<file path="src/rtl/irc_defines.svh">
// constants for the instrument remote control block
`ifndef IRC_DEFINES_SVH
`define IRC_DEFINES_SVH
`define IRC_BRIGHT_MAX      3'h4
`define IRC_BRIGHT_RST      3'h4
`define IRC_WAIT_MAX_S      12'hE10
`define IRC_WAIT_MIN_S      12'h000
`define IRC_CLK_HZ          250000000
`define IRC_STAT_USED_MASK  16'h7FFF
`define IRC_CAL_VOLT        2'h0
`define IRC_CAL_OVP         2'h1
`define IRC_CAL_CURR        2'h2
`define IRC_CAL_OCP         2'h3
`define IRC_MSG_CHARS       16
`endif

</file>
<file path="src/rtl/irc_pkg.sv">
// types for the instrument remote control block
package irc_pkg;
   typedef enum logic [1:0] {IRC_LOCAL, IRC_REMOTE, IRC_LOCKOUT} irc_panel_type;
   typedef enum logic [1:0] {IRC_IDLE, IRC_ARMED, IRC_DELAY} irc_trig_type;
   typedef enum logic {IRC_SRC_BUS, IRC_SRC_IMM} irc_src_type;
   typedef enum logic [1:0] {IRC_VMIN, IRC_VMID, IRC_VMAX} irc_cpt_type;
endpackage

</file>
<file path="src/rtl/irc_remote_ctrl.sv">
// remote control, trigger, calibration and status logic of a bench supply
// Function
// [RULE_01] go-local command enters local mode, enabling all panel knobs.
// [RULE_02] go-remote enters remote mode; only the local key stays enabled.
// [RULE_03] host sends go-remote before other commands on the serial link.
// [RULE_04] lockout is remote with the local key disabled too.
// [RULE_05] display off blanks annunciators except error; state is readable. The code blanks all of them, error included, via annunciators_en.
// [RULE_06] display switches back on on every return to local mode.
// [RULE_07] message write shows text, query returns it, erase removes it.
// [RULE_08] brightness accepts levels 0 to 4, dark to bright.
// [RULE_09] trigger source holds bus or immediate; query reports it.
// [RULE_10] trigger wait holds 0 to 3600 s; min picks 0, max 3600.
// [RULE_11] wait applies only with bus source, ignored for immediate.
// [RULE_12] immediate source: arm applies triggered levels at once.
// [RULE_13] bus source and armed: levels applied after bus trigger.
// [RULE_14] host selects source, then delay, then arms.
// [RULE_15] calibration entered only with correct password; others need it.
// [RULE_16] cal kind: voltage 0, ovp 1, current 2, ocp 3.
// [RULE_17] after min, mid, max voltage points kind advances to 1.
// [RULE_18] commit stores values and exits; abort exits and discards.
// [RULE_19] each status group has 16-bit condition, event, enable.
// [RULE_20] condition bits follow their inputs live, unlatched.
// [RULE_21] event bit latches on rising condition, then ignores it.
// [RULE_22] event bit stays until event read or clear-status.
// [RULE_23] enabled events reach the summary; summary raises service request.
// [RULE_24] summary is OR over bits of event AND enable.
// [RULE_25] edges found against last cycle's condition value.
`include "irc_defines.svh"
module irc_remote_ctrl
   import irc_pkg::*;
#(
   parameter int          STAT_W    = 16,
   parameter int          VAL_W     = 16,
   parameter int unsigned CLK_HZ    = `IRC_CLK_HZ,
   parameter logic [15:0] CAL_PASS  = 16'h1234  // arbitrary value
) (
   input  wire logic                 clk,
   input  wire logic                 nrst,
   input  wire logic                 go_local_cmd,
   input  wire logic                 go_remote_cmd,
   input  wire logic                 remote_lockout_cmd,
   input  wire logic                 panel_display_wr,
   input  wire logic                 panel_display_val,
   input  wire logic                 panel_message_wr,
   input  wire logic [8*`IRC_MSG_CHARS-1:0] panel_message_val,
   input  wire logic                 panel_message_erase,
   input  wire logic                 panel_brightness_wr,
   input  wire logic [2:0]           panel_brightness_val,
   input  wire logic                 trig_origin_wr,
   input  wire logic                 trig_origin_imm,
   input  wire logic                 trig_wait_wr,
   input  wire logic [11:0]          trig_wait_val,
   input  wire logic                 trig_wait_min,
   input  wire logic                 trig_wait_max,
   input  wire logic                 trig_level_wr,
   input  wire logic [VAL_W-1:0]     trig_volt_val,
   input  wire logic [VAL_W-1:0]     trig_curr_val,
   input  wire logic                 arm_trigger,
   input  wire logic                 bus_trigger,
   input  wire logic                 cal_entry_key,
   input  wire logic [15:0]          cal_password,
   input  wire logic                 cal_kind_wr,
   input  wire logic [1:0]           cal_kind_val,
   input  wire logic                 cal_point_wr,
   input  wire logic [1:0]           cal_point_sel,
   input  wire logic [VAL_W-1:0]     cal_point_val,
   input  wire logic                 overvoltage_auto_trim,
   input  wire logic                 overcurrent_auto_trim,
   input  wire logic                 cal_commit_exit,
   input  wire logic                 cal_abort_exit,
   input  wire logic [STAT_W-1:0]    quality_alarm_cond_in,
   input  wire logic [STAT_W-1:0]    operation_cond_in,
   input  wire logic                 quality_alarm_mask_wr,
   input  wire logic                 operation_mask_wr,
   input  wire logic [STAT_W-1:0]    mask_wdata,
   input  wire logic                 status_preset,
   input  wire logic                 quality_alarm_latched_rd,
   input  wire logic                 operation_latched_rd,
   input  wire logic                 clear_status_cmd,
   output logic                      panel_remote,
   output logic                      panel_knobs_en,
   output logic                      panel_local_key_en,
   output logic                      panel_display_on,
   output logic                      annunciators_en,
   output logic [8*`IRC_MSG_CHARS-1:0] panel_message,
   output logic                      panel_message_shown,
   output logic [2:0]                panel_brightness,
   output logic                      trig_origin_is_imm,
   output logic [11:0]               trig_wait,
   output logic                      trig_armed,
   output logic [VAL_W-1:0]          out_volt_level,
   output logic [VAL_W-1:0]          out_curr_level,
   output logic                      out_level_apply,
   output logic                      cal_mode,
   output logic [1:0]                cal_kind,
   output logic                      cal_cmd_refused,
   output logic                      cal_store,
   output logic [4*VAL_W-1:0]        cal_store_data,
   output logic [STAT_W-1:0]         quality_alarm_live,
   output logic [STAT_W-1:0]         quality_alarm_latched,
   output logic [STAT_W-1:0]         quality_alarm_mask,
   output logic [STAT_W-1:0]         operation_live,
   output logic [STAT_W-1:0]         operation_latched,
   output logic [STAT_W-1:0]         operation_mask,
   output logic                      quality_alarm_summary,
   output logic                      operation_summary,
   output logic                      service_request
);
   localparam logic [11:0] WAIT_MAX = `IRC_WAIT_MAX_S;
   localparam logic [31:0] SEC_CYC  = CLK_HZ;
   localparam logic [STAT_W-1:0] USED = STAT_W'(`IRC_STAT_USED_MASK);

   typedef struct packed {
      irc_panel_type             panel;
      logic                      disp_on;
      logic [8*`IRC_MSG_CHARS-1:0] msg;
      logic                      msg_shown;
      logic [2:0]                bright;
      irc_src_type               src;
      logic [11:0]               wait_s;
      logic [VAL_W-1:0]          tv;
      logic [VAL_W-1:0]          tc;
      irc_trig_type              trig;
      logic [11:0]               sec_left;
      logic [31:0]               cyc_left;
      logic [VAL_W-1:0]          ov;
      logic [VAL_W-1:0]          oc;
      logic                      apply;
      logic                      cal;
      logic [1:0]                kind;
      irc_cpt_type               vpt;
      logic [4*VAL_W-1:0]        cal_new;
      logic                      refused;
      logic                      store;
      logic [4*VAL_W-1:0]        store_data;
      logic [STAT_W-1:0]         qa_s1;
      logic [STAT_W-1:0]         qa_c;
      logic [STAT_W-1:0]         qa_prev;
      logic [STAT_W-1:0]         qa_e;
      logic [STAT_W-1:0]         qa_m;
      logic [STAT_W-1:0]         op_s1;
      logic [STAT_W-1:0]         op_c;
      logic [STAT_W-1:0]         op_prev;
      logic [STAT_W-1:0]         op_e;
      logic [STAT_W-1:0]         op_m;
   } irc_state_type;

   irc_state_type st_reg;
   irc_state_type st_next;

   always_comb begin
      st_next = st_reg;
      st_next.apply   = 1'b0;
      st_next.refused = 1'b0;
      st_next.store   = 1'b0;
      // panel mode
      if (go_local_cmd) begin
         st_next.panel   = IRC_LOCAL;              // [RULE_01]
         st_next.disp_on = 1'b1;                   // [RULE_06]
      end else if (remote_lockout_cmd) begin
         st_next.panel = IRC_LOCKOUT;              // [RULE_04]
      end else if (go_remote_cmd) begin
         st_next.panel = IRC_REMOTE;               // [RULE_02]
      end else if (panel_display_wr) begin
         st_next.disp_on = panel_display_val;      // [RULE_05]
      end
      if (panel_message_erase) begin
         st_next.msg_shown = 1'b0;                 // [RULE_07]
         st_next.msg       = '0;
      end else if (panel_message_wr) begin
         st_next.msg       = panel_message_val;    // [RULE_07]
         st_next.msg_shown = 1'b1;
      end
      if (panel_brightness_wr && panel_brightness_val <= `IRC_BRIGHT_MAX)
         st_next.bright = panel_brightness_val;    // [RULE_08]
      if (trig_origin_wr)
         st_next.src = trig_origin_imm ? IRC_SRC_IMM : IRC_SRC_BUS; // [RULE_09]
      if (trig_wait_wr) begin
         if (trig_wait_min)
            st_next.wait_s = `IRC_WAIT_MIN_S;      // [RULE_10]
         else if (trig_wait_max || trig_wait_val > WAIT_MAX)
            st_next.wait_s = WAIT_MAX;             // [RULE_10]
         else
            st_next.wait_s = trig_wait_val;
      end
      if (trig_level_wr) begin
         st_next.tv = trig_volt_val;
         st_next.tc = trig_curr_val;
      end
      // trigger sequencer
      case (st_reg.trig)
         IRC_IDLE: begin
            if (arm_trigger) begin
               if (st_reg.src == IRC_SRC_IMM) begin
                  st_next.ov    = st_reg.tv;       // [RULE_12]
                  st_next.oc    = st_reg.tc;
                  st_next.apply = 1'b1;
               end else begin
                  st_next.trig = IRC_ARMED;        // [RULE_13]
               end
            end
         end
         IRC_ARMED: begin
            if (bus_trigger) begin                 // [RULE_13]
               if (st_reg.wait_s == 12'h000) begin
                  st_next.ov    = st_reg.tv;
                  st_next.oc    = st_reg.tc;
                  st_next.apply = 1'b1;
                  st_next.trig  = IRC_IDLE;
               end else begin
                  st_next.sec_left = st_reg.wait_s; // [RULE_11]
                  st_next.cyc_left = SEC_CYC - 32'h1;
                  st_next.trig     = IRC_DELAY;
               end
            end
         end
         IRC_DELAY: begin
            if (st_reg.cyc_left != 32'h0) begin
               st_next.cyc_left = st_reg.cyc_left - 32'h1;
            end else if (st_reg.sec_left != 12'h001) begin
               st_next.sec_left = st_reg.sec_left - 12'h001;
               st_next.cyc_left = SEC_CYC - 32'h1;
            end else begin
               st_next.ov    = st_reg.tv;           // [RULE_11]
               st_next.oc    = st_reg.tc;
               st_next.apply = 1'b1;
               st_next.trig  = IRC_IDLE;
            end
         end
         default: st_next.trig = IRC_IDLE;
      endcase
      // calibration
      if (!st_reg.cal) begin
         if (cal_entry_key && cal_password == CAL_PASS) begin
            st_next.cal     = 1'b1;                // [RULE_15]
            st_next.vpt     = IRC_VMIN;
            st_next.cal_new = '0;
         end
         if (cal_kind_wr || cal_point_wr || overvoltage_auto_trim ||
             overcurrent_auto_trim || cal_commit_exit || cal_abort_exit)
            st_next.refused = 1'b1;                // [RULE_15]
      end else if (cal_commit_exit) begin
         st_next.cal        = 1'b0;                // [RULE_18]
         st_next.store      = 1'b1;
         st_next.store_data = st_reg.cal_new;
      end else if (cal_abort_exit) begin
         st_next.cal = 1'b0;                       // [RULE_18]
      end else if (cal_kind_wr) begin
         st_next.kind = cal_kind_val;              // [RULE_16]
         st_next.vpt  = IRC_VMIN;
      end else if (cal_point_wr) begin
         st_next.cal_new[st_reg.kind*VAL_W +: VAL_W] = cal_point_val;
         if (st_reg.kind == `IRC_CAL_VOLT) begin
            if (cal_point_sel == 2'(st_reg.vpt)) begin
               case (st_reg.vpt)
                  IRC_VMIN: st_next.vpt = IRC_VMID;
                  IRC_VMID: st_next.vpt = IRC_VMAX;
                  IRC_VMAX: begin
                     st_next.vpt  = IRC_VMIN;
                     st_next.kind = `IRC_CAL_OVP;  // [RULE_17]
                  end
                  default: st_next.vpt = IRC_VMIN;
               endcase
            end else begin
               st_next.vpt = IRC_VMIN;
            end
         end
      end else if (overvoltage_auto_trim) begin
         st_next.kind = `IRC_CAL_OVP;
      end else if (overcurrent_auto_trim) begin
         st_next.kind = `IRC_CAL_OCP;
      end
      // status groups
      st_next.qa_s1   = quality_alarm_cond_in;
      st_next.qa_c    = st_reg.qa_s1 & USED;       // [RULE_20]
      st_next.qa_prev = st_reg.qa_c;
      st_next.op_s1   = operation_cond_in;
      st_next.op_c    = st_reg.op_s1 & USED;       // [RULE_20]
      st_next.op_prev = st_reg.op_c;
      if (quality_alarm_latched_rd || clear_status_cmd)
         st_next.qa_e = '0;                        // [RULE_22]
      if (operation_latched_rd || clear_status_cmd)
         st_next.op_e = '0;                        // [RULE_22]
      // set wins over clear
      st_next.qa_e = st_next.qa_e | (st_reg.qa_c & ~st_reg.qa_prev); // [RULE_21] [RULE_25]
      st_next.op_e = st_next.op_e | (st_reg.op_c & ~st_reg.op_prev); // [RULE_21] [RULE_25]
      if (status_preset) begin
         st_next.qa_m = '0;
         st_next.op_m = '0;
      end else begin
         if (quality_alarm_mask_wr) st_next.qa_m = mask_wdata & USED;
         if (operation_mask_wr)     st_next.op_m = mask_wdata & USED;
      end
   end

   always_ff @(posedge clk) begin
      if (!nrst) begin
         st_reg        <= '0;
         st_reg.panel  <= IRC_LOCAL;
         st_reg.disp_on <= 1'b1;
         st_reg.bright <= `IRC_BRIGHT_RST;
         st_reg.src    <= IRC_SRC_IMM;
         st_reg.trig   <= IRC_IDLE;
         st_reg.vpt    <= IRC_VMIN;
      end else begin
         st_reg <= st_next;
      end
   end

   assign panel_remote          = st_reg.panel != IRC_LOCAL;
   assign panel_knobs_en        = st_reg.panel == IRC_LOCAL;   // [RULE_02]
   assign panel_local_key_en    = st_reg.panel != IRC_LOCKOUT; // [RULE_04]
   assign panel_display_on      = st_reg.disp_on;
   assign annunciators_en       = st_reg.disp_on;              // [RULE_05]
   assign panel_message         = st_reg.msg;
   assign panel_message_shown   = st_reg.msg_shown;
   assign panel_brightness      = st_reg.bright;
   assign trig_origin_is_imm    = st_reg.src == IRC_SRC_IMM;
   assign trig_wait             = st_reg.wait_s;
   assign trig_armed            = st_reg.trig != IRC_IDLE;
   assign out_volt_level        = st_reg.ov;
   assign out_curr_level        = st_reg.oc;
   assign out_level_apply       = st_reg.apply;
   assign cal_mode              = st_reg.cal;
   assign cal_kind              = st_reg.kind;
   assign cal_cmd_refused       = st_reg.refused;
   assign cal_store             = st_reg.store;
   assign cal_store_data        = st_reg.store_data;
   assign quality_alarm_live    = st_reg.qa_c;                 // [RULE_19]
   assign quality_alarm_latched = st_reg.qa_e;
   assign quality_alarm_mask    = st_reg.qa_m;
   assign operation_live        = st_reg.op_c;
   assign operation_latched     = st_reg.op_e;
   assign operation_mask        = st_reg.op_m;
   assign quality_alarm_summary = |(st_reg.qa_e & st_reg.qa_m); // [RULE_24]
   assign operation_summary     = |(st_reg.op_e & st_reg.op_m); // [RULE_24]
   assign service_request = quality_alarm_summary | operation_summary; // [RULE_23]
endmodule

</file>
<file path="config.mk">
export PLATFORM = sky130hd
export DESIGN_NAME = irc_remote_ctrl
export DESIGN_NICKNAME = d
export VERILOG_FILES = /design/src/rtl/irc_pkg.sv /design/src/rtl/irc_remote_ctrl.sv
export VERILOG_INCLUDE_DIRS = /design/src /design/src/rtl
export SDC_FILE = /design/constraint.sdc
export NUM_CORES = 1
export LEC_CHECK = 0
export BUFFER_PORTS_ARGS = -buffer_cell sky130_fd_sc_hd__buf_2
export CORE_AREA = 2 2 247 249
export CTS_CLUSTER_DIAMETER = 200
export DETAILED_ROUTE_END_ITERATION = 6
export DIE_AREA = 0 0 249 251
export GPL_TIMING_DRIVEN = 1
export SYNTH_ARGS = -nofsm -noshare
export SYNTH_HDL_FRONTEND = slang
export SYNTH_SLANG_ARGS = --single-unit
</file>
<file path="constraint.sdc">
create_clock -name clk -period 5.1 [get_ports clk]
set_input_delay 0.255 -clock clk [delete_from_list [all_inputs] [get_ports clk]]
set_output_delay 0.255 -clock clk [all_outputs]
set_load 0.01 [all_outputs]
</file>
==> impl_results.md <==
* Final-stage net count at approximately 3300
* Main flop type after synthesis: dfxtp_1
* Element type at the critical path end: register
* Synthesis-stage register bit count at 544
* FF+latch area at 0.0109 mm2
* Syn Area/Cell at 9.10 um2
* Share of synthesized area occupied by flip-flops and latches at 47.4%
* CTS H-tree depth at 2
* Maxcap violations at 0
* Root buf cell: clkbuf_16
* Number of optimization iterations in the first detailed-route pass at 5
* Width of the die at 249 um
* Post-synthesis cell type with the largest combined area: dfxtp_1
* Post-Synthesis Cell Area at 0.0230 mm2
* Max FFs per register at about 180
* Critical setup path kind: reg2reg
* Iter 0 DRT Violations at 1068
* Fraction of power consumed by the clock network at 44.7%
* Number of distinct library cells after synthesis at 64
* Max FO, Critical Path at 17
* Post-synth EDFFs at 0
* Cts bufs inserted at 59
* Total gr overflow at 0
* Vias per cell at roughly 4.9
* Setup-failing EPs final at 0
* Detailed-route via count at 18800
* Synth-to-Final Area Change at 25.4%
* Portion of synthesized cell area occupied by the leading cell type at between 40% and 50%
* Final Hold Slack at 0.0511 ns
* Most frequently used cell type in the post-synthesis netlist: dfxtp_1
* Share of post-route cells with drive strength above 1 at between 20 and 30%
* Topmost layer with routed signal wires: met4
* Largest net degree at the start of global routing at 108
* Number of hold-slack violations in the final timing report at 0
* Cell count after synthesis at roughly 2500
* Global-route wire length before repair at 109 mm
* Commonest cells in the netlist: 544 x dfxtp_1, 341 x nand2_1, 338 x buf_4
* Clock tree sinks at between 500 and 600
* Multi-input logic area at 0.00883 mm2
* Net switching share of the total power at 24.5%
* Share of the cycle needed by the critical path after routing at 70.6%
* Antenna viol nets, final at 0
* Power Density at 341 mW/mm2
* Peak supply drop at 0.257 mV
* Sum Neg Setup Slack at 0 ns
* Worst Path Required at 5.65 ns
* Total net switching power at 0.00241 W
* Least setup slack across all paths after layout at 1.50 ns
* Synth async-reset ratio at 0%
* Final design utilization at between 40% and 50%
* Initial standard-cell utilization of the core at 38.4%
* Total design power at 0.00981 W
* Weighted congestion at the end of routability-driven global placement at between 0.9 and 1
* Core box area at 0.0598 mm2
* Number of antenna violations at the first check in global routing at 13
* Global-route total usage across every layer at 22.3%
* Post-DP HPWL at about 50 mm
* Sequential group share of total power at 45.4%
* Internal at about 0.0074 W
* DRC violation count after routing at 0
* Final routed wire length divided by cell count at ~19 um
* Number of placed I/O pins at 642
* Final Max Tran Viols at 0
* WL met1 at 28.0 mm
* Fillcell total at 5608
* CTS tree: yes
* Worst-Margin Slew at roughly 1.2 ns
* Final critical-path required period at 3.60 ns
* Leakage power summed over all cells at 13.6 nW
* Skew final at approximately 0.034 ns
* Area of the die at 0.0625 mm2
* Most area-consuming cells after synthesis: dfxtp_1 47%, mux2i_1 13%, buf_4 11%
* Number of warnings printed during yosys synthesis at 0
* CP startpoint kind: register
* Worst slack after detailed placement at 1.50 ns
* Upper clock frequency limit at 278 MHz
* Number of resized instances in the post-cts repair step at 0
* Final Routed Wirelength at 72.9 mm
* Wire length on met2 at between 30 and 40 mm
* Number of rows created at floorplan at 90
* DR WL met3 at 6.15 mm
* Gate power share at 9.9%
* Max_slew headroom at 16.5%
* Clock-pin slew on the worst setup and hold paths at around 0.06 ns
* Critical path arrival at ~4.2 ns
* Skew-Pair Late Insertion Delay at 0.63 ns
* Vias in the first global route at around 19000
* Hold/Removal Path Class: in2reg
* Setup repair after global routing missed its margin: no
* Die height at 251 um
* Maximum buffer depth of the clock tree at 3
* Number of buffers inserted by port buffering at about 630
* Outcome: finished clean
kinds of logic (layout without fill, tap and decap cells):
group / Yosys count / count (layout) / share of synthesized area [%]
AND/OR/NAND/NOR: 864 / 864 / 17.0
adder cells (fa/ha/maj): 7 / 7 / 0.381
XOR/XNOR: 2 / 2 / 0.0763
AO/OA/AOI/OAI: 267 / 267 / 7.36
flip-flops: 544 / 544 / 47.4
other: 1 / 19 / 0.0163
multiplexers: 307 / 307 / 13.4
buffers and inverters: 532 / 1064 / 14.4
power groups by stage:
stage	clock [W]	sequential (W)	combinational, W
2_1_floorplan	0	0.00451	0.000575
3_3_place_gp	0	0.00453	0.000788
3_5_place_dp	0	0.00454	0.000801
4_1_cts	0.00450	0.00444	0.000965
5_1_grt	0.00467	0.00446	0.00105
6_report	0.00439	0.00445	0.000972
worst max-delay path, cell delays in order, from the launching register on:
cell	delay (ns)
dfxtp_1	0.34
inv_1	0.07
ha_1	0.22
or4b_1	0.60
or4_4	0.57
or3_4	0.42
a21oi_4	0.61
buf_4	0.43
mux2i_1	0.25
placed cells by master, fill, tap and decap left out, types with 55 or more instances in the layout:
cell type,n
mux2i_1,307
clkbuf_16,60
buf_2,630
nand3_1,81
dfxtp_1,544
o21ai_0,55
dlygate4sd3_1,252
nor2_1,248
nand2_1,340
a21oi_1,98
and2_1,63
through the flow:
stage	std cells	area (um2)
after global placement	3481	24200
final	3856	28800
after global routing	3856	28800
after CTS	3843	28800
after detailed placement	3481	24200
after floorplan	2529	23000
path summary, 6_finish.rpt:
| check | end | slack [ns] | startpoint | cells past startpoint |
|---|---|---|---|---|
| max | out_curr_level[5] | 1.50 | st_reg[328] | 8 |
| min reg2reg | operation_live[10] | 0.41 | st_next[58] | 1 |
| min | trig_wait[9] | 0.05 | trig_wait_val[9] | 5 |
| max reg2reg | out_curr_level[5] | 1.50 | st_reg[328] | 8 |
repair_timing:
action / 4_1_cts / 5_1_grt
hold buffers: 252 / 0
setup endpoints to repair: 0 / 0
endpoints found under the hold margin: 303 / 0
setup buffers: 0 / 0
routing by layer:
metal	GRT usage, %	vias to the layer above
met5	0	-
met1	24.3	8898
met3	7.32	177
met4	11.2	0
li1	-	9100
met2	38.9	663
layout make-up:
cell class,instances,area share (%)
Sequential cell,544,37.8
Multi-Input combinational cell,1453,30.7
Timing Repair Buffer,907,20.4
Clock buffer,82,5.85
Tap cell,782,3.40
Clock inverter,28,1.13
Inverter,47,0.621
Antenna cell,13,0.113
No activity file was read; power rests on OpenSTA's default activity.
